--- config.mk ---
export PLATFORM = sky130hd
export DESIGN_NAME = porseq_top
export DESIGN_NICKNAME = d
export VERILOG_FILES = /design/src/include/porseq_pkg.sv /design/src/include/porseq_cnt_if.sv /design/src/core/porseq_holdoff.sv /design/src/core/porseq_top.sv
export SDC_FILE = /design/constraint.sdc
export NUM_CORES = 1
export LEC_CHECK = 0
export ABC_CLOCK_PERIOD_IN_PS = 3100
export BUFFER_PORTS_ARGS = -buffer_cell sky130_fd_sc_hd__buf_2
export CORE_MARGIN = 5
export CORE_UTILIZATION = 30
export DETAILED_ROUTE_END_ITERATION = 6
export MAX_ROUTING_LAYER = met4
export PLACE_DENSITY = 0.47
export RECOVER_POWER = 25
export SYNTH_ARGS = -nofsm -noshare
export SYNTH_HDL_FRONTEND = slang
export SYNTH_HIERARCHICAL = 1
export SYNTH_SLANG_ARGS = --single-unit
--- constraint.sdc ---
create_clock -name ref_clk_i -period 3.1 [get_ports ref_clk_i]
set_clock_uncertainty 0.1 [all_clocks]
set_input_delay 0.465 -clock ref_clk_i [delete_from_list [all_inputs] [get_ports ref_clk_i]]
set_output_delay 0.465 -clock ref_clk_i [all_outputs]
set_load 0.005 [all_outputs]
--- src/include/porseq_pkg.sv ---
// Purpose: constants and types for the power-on reset sequencer
// Assumes: local reference clock of 100 MHz drives ref_clk_i
// Notes:   hold-off count is derived from the time and the clock rate
// Behaviour
// - a low level on the power-on reset pin puts the device in reset
// - the pin acts asynchronously; a low pulse of 5 ns is caught
// - while in reset every register of the device takes its default
// - a reassertion at any time restores all defaults like power-up
// - after the pin goes high, reset is held a further 250 ms
package porseq_pkg;
    localparam int unsigned REF_CLK_HZ      = 100_000_000;
    localparam int unsigned MS_PER_S        = 1000;
    localparam int unsigned HOLDOFF_TIME_MS = 250;
    // a longest hold-off is not asked for, so this exact product is used
    localparam int unsigned HOLDOFF_CYC     = HOLDOFF_TIME_MS * (REF_CLK_HZ / MS_PER_S);
    localparam int unsigned CNT_W           = $clog2(HOLDOFF_CYC + 1);

    typedef enum logic [1:0] {
        ST_ASSERT = 2'h0,
        ST_HOLD   = 2'h1,
        ST_RUN    = 2'h3
    } porseq_state_t;
endpackage : porseq_pkg

--- src/include/porseq_cnt_if.sv ---
// Purpose: control and status between sequencer and hold-off counter
// Assumes: all signals on ref_clk_i
// Notes:   clear forces the count to zero, run lets it advance
interface porseq_cnt_if;
    logic clear;
    logic run;
    logic done;

    modport ctl (output clear, output run, input  done);
    modport cnt (input  clear, input  run, output done);
endinterface : porseq_cnt_if

--- src/core/porseq_holdoff.sv ---
// Purpose: hold-off interval counter on the local reference clock
// Assumes: hold_cyc fits in CNT_W bits and is at least one
// Notes:   done is high in the last cycle of the interval
module porseq_holdoff
    import porseq_pkg::*;
#(
    parameter int unsigned HOLD_CYC = HOLDOFF_CYC
) (
    input  wire logic  ref_clk_i,      // local reference clock
    input  wire logic  rst_b_i,        // synchronous reset, active low
    porseq_cnt_if.cnt  cnt             // control from the sequencer
);
    localparam logic [CNT_W-1:0] LAST = CNT_W'(HOLD_CYC - 1);

    logic [CNT_W-1:0] count_q;
    logic [CNT_W-1:0] count_d;

    always_comb begin
        count_d = count_q;
        if (cnt.clear) begin
            count_d = '0;
        end else if (cnt.run && (count_q != LAST)) begin
            count_d = CNT_W'(count_q + 1'b1);
        end
    end

    always_ff @(posedge ref_clk_i) begin
        if (!rst_b_i) begin
            count_q <= '0;
        end else begin
            count_q <= count_d;
        end
    end

    assign cnt.done = cnt.run && (count_q == LAST);

    property p_clear_restarts;
        @(posedge ref_clk_i) disable iff (!rst_b_i)
        cnt.clear |=> (count_q == '0);
    endproperty
    a_clear_restarts: assert property (p_clear_restarts)
        else $error("hold-off count not restarted by clear");

    property p_count_steps;
        @(posedge ref_clk_i) disable iff (!rst_b_i)
        (cnt.run && !cnt.clear && !cnt.done) |=> (count_q == CNT_W'($past(count_q) + 1'b1));
    endproperty
    a_count_steps: assert property (p_count_steps)
        else $error("hold-off count did not advance by one");
endmodule : porseq_holdoff

--- src/core/porseq_top.sv ---
// Purpose: power-on reset sequencer with post-release hold-off
// Assumes: power_on_reset_n_i is an asynchronous pin, low means reset
// Notes:   reset entry is asynchronous, release is synchronous after hold-off
module porseq_top
    import porseq_pkg::*;
#(
    parameter int unsigned HOLD_CYC = HOLDOFF_CYC
) (
    input  wire logic  ref_clk_i,           // local reference clock, 100 MHz
    input  wire logic  rst_b_i,             // synchronous reset, active low
    input  wire logic  power_on_reset_n_i,  // power-on reset pin, active low
    output logic       dev_rst_n_o,         // reset to the device core, active low
    output logic       defaults_load_o,     // registers take defaults while high
    output logic       holdoff_busy_o       // high during the hold-off interval
);
    porseq_cnt_if u_cnt_if ();

    porseq_holdoff #(
        .HOLD_CYC (HOLD_CYC)
    ) u_holdoff (
        .ref_clk_i (ref_clk_i),
        .rst_b_i   (rst_b_i),
        .cnt       (u_cnt_if.cnt)
    );

    // pin synchroniser: the pin clears it at once, release passes two flops
    logic meta_q;
    logic meta_d;
    logic pin_ok_q;
    logic pin_ok_d;

    // only the second flop reads the first; nothing else sees meta_q
    always_comb begin
        meta_d   = 1'b1;
        pin_ok_d = meta_q;
    end

    always_ff @(posedge ref_clk_i or negedge power_on_reset_n_i) begin
        if (!power_on_reset_n_i) begin
            meta_q   <= 1'b0;
            pin_ok_q <= 1'b0;
        end else begin
            meta_q   <= meta_d;
            pin_ok_q <= pin_ok_d;
        end
    end

    porseq_state_t state_q;
    porseq_state_t state_d;
    logic          dev_rst_n_q;
    logic          dev_rst_n_d;
    logic          dflt_q;
    logic          dflt_d;
    logic          busy_q;
    logic          busy_d;

    // state decodes shared by the outputs and the counter control
    function automatic logic st_is_run(input porseq_state_t st);
        return (st == ST_RUN);
    endfunction

    function automatic logic st_is_hold(input porseq_state_t st);
        return (st == ST_HOLD);
    endfunction

    always_comb begin
        state_d = state_q;
        if (!rst_b_i || !pin_ok_q) begin
            state_d = ST_ASSERT;
        end else begin
            unique case (state_q)
                ST_ASSERT: begin
                    state_d = ST_HOLD;
                end
                ST_HOLD: begin
                    if (u_cnt_if.done) begin
                        state_d = ST_RUN;
                    end
                end
                ST_RUN: begin
                    state_d = ST_RUN;
                end
                default: begin
                    state_d = ST_ASSERT;
                end
            endcase
        end
        dev_rst_n_d = st_is_run(state_d);
        dflt_d      = !st_is_run(state_d);
        busy_d      = st_is_hold(state_d);
    end

    // the pin forces reset without waiting for a clock edge
    always_ff @(posedge ref_clk_i or negedge power_on_reset_n_i) begin
        if (!power_on_reset_n_i) begin
            state_q     <= ST_ASSERT;
            dev_rst_n_q <= 1'b0;
            dflt_q      <= 1'b1;
            busy_q      <= 1'b0;
        end else begin
            state_q     <= state_d;
            dev_rst_n_q <= dev_rst_n_d;
            dflt_q      <= dflt_d;
            busy_q      <= busy_d;
        end
    end

    assign u_cnt_if.clear  = !st_is_hold(state_q);
    assign u_cnt_if.run    = st_is_hold(state_q);
    assign dev_rst_n_o     = dev_rst_n_q;
    // own flop rather than an inverter, so the output leaves a register
    assign defaults_load_o = dflt_q;
    assign holdoff_busy_o  = busy_q;

    // helper: length of the current hold-off interval
    logic [CNT_W:0] busy_len_q;
    logic [CNT_W:0] busy_len_d;

    always_comb begin
        busy_len_d = (CNT_W+1)'(busy_len_q + 1'b1);
        if (!rst_b_i || !holdoff_busy_o) begin
            busy_len_d = '0;
        end
    end

    always_ff @(posedge ref_clk_i) begin
        busy_len_q <= busy_len_d;
    end

    // checks run on the reference clock; the raw pin is only seen as a level

    property p_pin_low_resets;
        @(posedge ref_clk_i) disable iff (!rst_b_i)
        !power_on_reset_n_i |-> (!dev_rst_n_o && !holdoff_busy_o);
    endproperty
    a_pin_low_resets: assert property (p_pin_low_resets)
        else $error("device not in reset while pin is low");

    property p_caught_low;
        @(posedge ref_clk_i) disable iff (!rst_b_i)
        !pin_ok_q |-> (state_q != ST_RUN);
    endproperty
    a_caught_low: assert property (p_caught_low)
        else $error("caught reset pulse did not hold the device in reset");

    property p_defaults_track;
        @(posedge ref_clk_i) disable iff (!rst_b_i)
        defaults_load_o == (state_q != ST_RUN);
    endproperty
    a_defaults_track: assert property (p_defaults_track)
        else $error("defaults load does not follow the reset state");

    property p_reassert;
        @(posedge ref_clk_i) disable iff (!rst_b_i)
        ($past(dev_rst_n_o) && !power_on_reset_n_i) |-> (state_q == ST_ASSERT);
    endproperty
    a_reassert: assert property (p_reassert)
        else $error("reassertion during operation did not restore reset");

    property p_holdoff_len;
        @(posedge ref_clk_i) disable iff (!rst_b_i)
        $rose(dev_rst_n_o) |-> (busy_len_q == (CNT_W+1)'(HOLD_CYC));
    endproperty
    a_holdoff_len: assert property (p_holdoff_len)
        else $error("reset released without the full hold-off");

    property p_release_path;
        @(posedge ref_clk_i) disable iff (!rst_b_i)
        $rose(dev_rst_n_o) |-> ($past(holdoff_busy_o) && !holdoff_busy_o);
    endproperty
    a_release_path: assert property (p_release_path)
        else $error("reset released from outside the hold-off");

    // an aborted hold-off drops busy while the core is still held in reset
    property p_restart;
        @(posedge ref_clk_i) disable iff (!rst_b_i)
        ($past(holdoff_busy_o) && !holdoff_busy_o && !dev_rst_n_o)
            |-> (u_cnt_if.clear ##1 (busy_len_q == '0));
    endproperty
    a_restart: assert property (p_restart)
        else $error("hold-off not restarted by a new reset");

    property p_defaults_inverse;
        @(posedge ref_clk_i) disable iff (!rst_b_i)
        defaults_load_o == !dev_rst_n_o;
    endproperty
    a_defaults_inverse: assert property (p_defaults_inverse)
        else $error("defaults load is not the inverse of the core reset");

    property p_busy_not_run;
        @(posedge ref_clk_i) disable iff (!rst_b_i)
        !(holdoff_busy_o && dev_rst_n_o);
    endproperty
    a_busy_not_run: assert property (p_busy_not_run)
        else $error("core left reset while the hold-off still runs");

    // no disable here: the system reset itself is what is checked
    property p_sys_reset;
        @(posedge ref_clk_i)
        !rst_b_i |=> (!dev_rst_n_o && defaults_load_o && !holdoff_busy_o);
    endproperty
    a_sys_reset: assert property (p_sys_reset)
        else $error("system reset did not restore the reset state");

    property p_hold_entry;
        @(posedge ref_clk_i) disable iff (!rst_b_i)
        $rose(pin_ok_q) |=> (holdoff_busy_o || !pin_ok_q);
    endproperty
    a_hold_entry: assert property (p_hold_entry)
        else $error("hold-off did not start after the pin was released");

    property p_release_done;
        @(posedge ref_clk_i) disable iff (!rst_b_i)
        $rose(dev_rst_n_o) |-> $past(u_cnt_if.done);
    endproperty
    a_release_done: assert property (p_release_done)
        else $error("core released before the hold-off count completed");

    property p_run_stands;
        @(posedge ref_clk_i) disable iff (!rst_b_i)
        dev_rst_n_o |=> (dev_rst_n_o || !pin_ok_q);
    endproperty
    a_run_stands: assert property (p_run_stands)
        else $error("core reset asserted without a reset request");

    c_full_release:  cover property (@(posedge ref_clk_i) $rose(dev_rst_n_o));
    c_hold_abort:    cover property (@(posedge ref_clk_i) $fell(holdoff_busy_o) && !dev_rst_n_o);
    c_run_reassert:  cover property (@(posedge ref_clk_i) $fell(dev_rst_n_o));
    c_sys_reset:     cover property (@(posedge ref_clk_i) !rst_b_i && pin_ok_q);
endmodule : porseq_top

==> out/results.ini, run 1 <==
[timing]
worstMarginPinSlew_ps = 803
hold_slack_ps = 255
max_freq_ghz = 0.406
rsz0062_at_grt = no
post-route-min-period_ps = 2470
tns_ps = 0
slew_headroom_pct = 46.3
min_period_over_period_pct = 79.5
maxSlewViolCount = 0
setup_violations = 0
hold_viol = 0

[power]
leakage_nw = 0.498
finalPower_mw = 0.753
combPwrFrac_pct = 2.2
sequentialPowerShare_pct = 55.4
switchingPower_mw = 0.152
p_clk_share_pct = 42.4
ir_drop_uv = 355
power.density_mw_per_mm2 = 451
switching_share_pct = 20.1
internal_power_mw = 0.602

[synthesis]
synthTopCellsByArea = dfxtp_1 34%, dfrtp_1 10%, a21oi_1 5.0%
synth_seq_cells = 32
yosys.area.top_type_share_pct = 33.5
synth_nets = 173
yosys_warnings = 6
ys_seq_area_share_pct = 45.3
synth_cells = 169
synth_ff_type = dfxtp_1
synthDistinctLibCells = 34
postSynth.asyncResetShare_pct = 21.9
synth_edf_count = 0
synth.most_common_cell = dfxtp_1
ys_top_cells_by_count = 25 x dfxtp_1, 17 x nand2_1, 15 x a21oi_1
yosysTopAreaCell = dfxtp_1
syn_area_per_cell_um2 = 8.83
syn_area_mm2 = 0.00149

[placement]
gp_congestion = 0.811
dp_hpwl_um = 2150
io_buffers = 5

[worst_setup_path]
worst_ep_required_time_ps = 3190
crit_cells = 6
cp-start-kind = flop
cp.arrival_ps = 2560
critical_path.most_common_cell = nor2_1
critPathTopFamily = simple AND/OR/NAND/NOR gates
slowest_stage = or4b_2
cp-end-kind = flop
crit_type = flop to flop
rr_worst_depth = 6
crit_chain = or4b_2 > nor4_2 > nand2_1 > nor2_1 > nor2_1 > or3_1
cp_slowest_stage_delay_ps = 610
path_max_fanout = 6
worst-path-buf-inv = 0

[finish]
fillers = 504
drive_gt1_share_pct = 9.04
diodes = 0
multi_input_area_um2 = 752
nets = 180
ff_latch_area_um2 = 677
areaGrowthSynthToFinish_pct = 11.9

[floorplan]
die_area_mm2 = 0.00649
num_rows = 25
die_width_um = 80.5
start_util_pct = 31.2
core_mm2 = 0.00479
boundaryPins = 6
die-height_um = 80.5

[drt]
post-route-drc-count = 0
wl_um = 3090
vias_per_cell = 5.09
vias = 1243
wl_per_cell_um = 12.7
postRouteAntennaNets = 0
drt_iter0_drc = 138
drt-pass1-iter-count = 4

[status]
status = finished, final reports clean

[grt]
grt_pass1_wl_um = 5350
grt_max_degree = 19
antenna_found_initial = 0
grt_pass1_vias = 1228
grt_usage_pct = 10.9
gr-total-overflow = 0

[clock_network]
clk_pin_slew_ps = 60
tritoncts = done
root_buffer = clkbuf_8
cts_buffers = 5
cts_num_sinks = 32
postCtsSetupBuffers = 0
cts_htree_levels = 2
clockBufferDepth = 2
cts_resized = 0
clk_latency_ps = 270

[run]
max_cap_viol_count = 0

[hold_path]
hold_depth = 0
hold_path_class = flop to flop

-- power groups by stage --
stage / Combinational, mW / Sequential [mW] / Clock (mW)
after floorplan: 0.0103 / 0.426 / 0
after global placement: 0.0160 / 0.426 / 0
after detailed placement: 0.0164 / 0.426 / 0
after CTS: 0.0173 / 0.417 / 0.330
after global routing: 0.0194 / 0.417 / 0.349
final: 0.0169 / 0.417 / 0.319
-- metrics by stage --
step	cells	instance area (um^2)	setup WS, ps	utilization [%]
floorplan	169	1490	872	-
global placement	235	1570	699	32.8
detailed placement	235	1570	653	32.8
CTS	244	1670	641	34.9
global route	244	1670	406	34.9
finish	244	1670	635	34.9
-- sequential cells by signal, summed over array words and instances, names as in the netlist --
| name | flops |
|---|---|
| u_holdoff/count_q | 25 |
| state_q | 2 |
| defaults_load_o | 1 |
| dev_rst_n_o | 1 |
| holdoff_busy_o | 1 |
| meta_q | 1 |
| pin_ok_q | 1 |
-- routing by layer --
layer  vias up  share of wire (%)  track usage, %
li1        629                  -               -
met1       594                 51            12.6
met2        18                 46            17.5
met3         2                2.5            2.35
met4         0               0.81            5.91
met5         -                  0               -
-- timing repair --
action                                 CTS  global route
endpoints found under the hold margin    6             0
hold buffers                             1             0
setup endpoints to repair                0             0
-- kinds of logic (layout without fill, tap and decap cells) --
family | count (synthesis) | after routing | share of synthesized area [%]
compound gates | 35 | 35 | 13.9
mux | 5 | 5 | 3.35
fa+ha+maj | 1 | 1 | 0.838
flops | 32 | 32 | 45.3
simple gates | 75 | 75 | 29.1
xor+xnor | 5 | 5 | 2.93
other cells | 1 | 1 | 0.251
buf+inv | 15 | 23 | 4.27
-- final timing paths --
kind,from,endpoint,slack (ps)
worst min register to register,meta_q,pin_ok_q,260
worst min-delay path,meta_q,pin_ok_q,260
max in group asynchronous,power_on_reset_n_i,defaults_load_o,2080
worst max-delay path,u_holdoff/count_q[20],defaults_load_o,630
worst max register to register,u_holdoff/count_q[20],defaults_load_o,630
min in group asynchronous,power_on_reset_n_i,meta_q,510
-- area by class of cell --
cell class / instances / share of cell area (%)
Multi-Input combinational cell: 122 / 45.0
Sequential cell: 32 / 40.5
Clock buffer: 8 / 5.39
Tap cell: 67 / 5.02
Timing Repair Buffer: 6 / 2.02
Inverter: 9 / 2.02
-- layout by cell type, fill, tap and decap left out, drive strengths merged --
cell type and count:
nor2 11, a211oi 3, a21oi 15, nor3 6, and4 2, ha 1, nand2 17, nand3 6
dfrtp 6, dlygate4sd3 1, buf 4, inv 9, clkbuf 9, o21ai 7, a31oi 1, nor4 2
mux2i 5, nand2b 5, a2111oi 1, dfstp 1, conb 1, nor2b 1, or4b 1, dfxtp 25
o21a 1, or3 6, nand4 6, o31ai 7, nand4b 1, or4 11, xnor2 5
Note: power is estimated with default switching activity, not from simulation.
==> run 2: changes to the inputs <==
ABC_AREA = 1   (was default)
ABC_CLOCK_PERIOD_IN_PS = 2100   (was 3100)
PLACE_DENSITY = 0.48   (was 0.47)
clock period = 2.1 ns   (was 3.1 ns; I/O delays follow)
==> run 2 against run 1 <==
Utilization is 0.29 points higher. Sequential power increased by 47%. Count of clock-buffer cells in the layout down 3. Area after synthesis grew 26%. Final cell count is 37% higher. Worst hold slack worse by 31 ps.
==> out/results.ini, run 2 <==
[drt]
post-route-drc-count = 0
wl_um = 4180
vias = 1508
vias_per_cell = 4.50
postRouteAntennaNets = 0
drt_iter0_drc = 96
wl_per_cell_um = 12.5
drt-pass1-iter-count = 4

[synthesis]
synth_xor_xnor_area_share_pct = 1.39
synthDistinctLibCells = 33
synthAdderAreaFrac_pct = 0.664
synth_ff_type = dfxtp_1
syn_area_per_cell_um2 = 7.69
syn_area_mm2 = 0.00188
synthTopCellsByArea = dfxtp_1 27%, nand2_1 10%, dfrtp_1 8.0%
yosysTopAreaCell = dfxtp_1
synth_compound_area_share_pct = 6.37
synth_edf_count = 0
postSynth.asyncResetShare_pct = 21.9
synth.most_common_cell = nand2_1
ys_top_cells_by_count = 52 x nand2_1, 37 x nor2_1, 25 x dfxtp_1
ys_seq_area_share_pct = 35.9
synth_simple_gate_area_share_pct = 48.1
synth_seq_cells = 32
yosys_warnings = 6
synth_nets = 249
yosys.area.top_type_share_pct = 26.6
synth_top_family_by_area = simple AND/OR/NAND/NOR gates
synthMuxAreaShare_pct = 0
synth_cells = 245

[worst_setup_path]
crit_type = flop to flop
cp-end-kind = flop
path_max_fanout = 10
cp.arrival_ps = 1840
worst_ep_required_time_ps = 2180
reg2reg_slack_ps = 330
cp-start-kind = flop
crit_chain = ha_1 > nand2_2 > inv_2 > nand2_4 > nor2_4 > nand2_4 > nor2_1 > nor2_2 > nor2_1 > nor2_1
r2r-start = u_holdoff/count_q[0]
critical_path.most_common_cell = nor2_1
crit_start = u_holdoff/count_q[0]
slowest_stage = dfxtp_1
cp_slowest_stage_delay_ps = 420
rr_worst_depth = 10
r2r_end = holdoff_busy_o

[timing]
maxSlewViolCount = 0
post-route-min-period_ps = 1770
hold_slack_ps = 224
hold_viol = 0
tns_ps = 0
max_freq_ghz = 0.566
rsz0062_at_grt = no
min_period_over_period_pct = 84.1
setup_violations = 0

[placement]
dp_hpwl_um = 3140
dp.cells = 326
gp_congestion = 0.886
postPlaceCellArea_mm2 = 0.00200
io_buffers = 5

[clock_network]
clk_latency_ps = 290
cts_htree_levels = 2
clk_pin_slew_ps = 70
cts_buffers = 5
cts_num_sinks = 32
clockBufferDepth = 2
tritoncts = done
root_buffer = clkbuf_8
postCtsSetupBuffers = 0

[finish]
nets = 263
largest_reg_flops = 25
largest_registers = u_holdoff/count_q: 25 flops, state_q: 2 flops
final_common_cell = nand2_1
final_cell_mix = 52 x nand2_1, 37 x nor2_1, 25 x dfxtp_1, 23 x inv_1, 19 x a21oi_1
areaGrowthSynthToFinish_pct = 12.5
drive_gt1_share_pct = 20.4
regMostFlops = u_holdoff/count_q
final_cell_area_mm2 = 0.00212
fin_cells = 335
diodes = 0

[floorplan]
boundaryPins = 6
core_mm2 = 0.00603
start_util_pct = 31.3
num_rows = 28
die-height_um = 89.3
die_width_um = 89.3
die_area_mm2 = 0.00797

[grt]
antenna_found_initial = 0
grt_usage_pct = 12.6
grt_pass1_vias = 1517
grt_max_degree = 17
grt_pass1_wl_um = 7330
gr-total-overflow = 0

[hold_path]
min_to = state_q[1]
hold_depth = 3
hold_path_class = primary input to flop
hp-start = rst_b_i

[power]
leakage_nw = 0.853
ir_drop_uv = 359
power.density_mw_per_mm2 = 594
finalPower_mw = 1.26

[status]
status = finished, final reports clean

[run]
max_cap_viol_count = 0

run 2: cell count changes after synthesis, moves of 7 or more:
cell,previous run,this run
nand3_1,6,15
o31ai_1,7,0
nor2_1,11,37
nor2_4,0,8
nand2_1,17,52
inv_1,8,23
or4_1,10,0
run 2: what timing repair did:
action                                 CTS  global route
hold buffers                             1             0
resized for setup                        0             0
setup endpoints to repair                0             0
endpoints found under the hold margin    7             0
run 2: how the worst max path moves through the flow:
stage | endpoint | slack, ps | cells past startpoint
after floorplan | u_holdoff/count_q[13] | 490 | 10
after detailed placement | holdoff_busy_o | 340 | 10
after global placement | holdoff_busy_o | 390 | 10
after global routing | holdoff_busy_o | 140 | 10
after CTS | holdoff_busy_o | 330 | 10
final | holdoff_busy_o | 330 | 10
run 2: worst max-delay path: cells and delay by family (launching register included):
family	cells	cell delay, ps
flops	1	420
simple gates	8	840
fa+ha+maj	1	220
buf+inv	1	80
run 2: layout make-up:
type	instances	area, um^2
repair buffers	9	56.3
well taps	75	93.8
clock inverters	3	42.5
clock buffers	5	68.8
multi-input cells	184	1070
flip-flops and latches	32	677
fillers	645	3910
inverters	27	114
run 2: report_power, final:
part	internal (mW)	switching (mW)	total [mW]
registers	0.613	0.00200	0.615
logic	0.0117	0.0285	0.0402
clock network	0.351	0.253	0.604
total	0.976	0.283	1.26
run 2: per-stage QoR:
stage / setup slack (ps) / util, %
floorplan: 486 / -
global placement: 387 / 33.2
detailed placement: 343 / 33.2
CTS: 330 / 35.2
global route: 142 / 35.2
finish: 334 / 35.2
run 2: cell families (layout without fill, tap and decap cells):
logic type	count (synthesis)	after routing
simple gates	155	155
flops	32	32
buf+inv	29	44
compound gates	24	24
xor+xnor	3	3
fa+ha+maj	1	1
other cells	1	1
run 2: routing by layer:
layer | GRT usage [%] | part of all wire (%)
met3 | 2.76 | 2.3
met1 | 17.2 | 52
met2 | 18.5 | 45
met4 | 4.06 | 1.0
met5 | - | 0
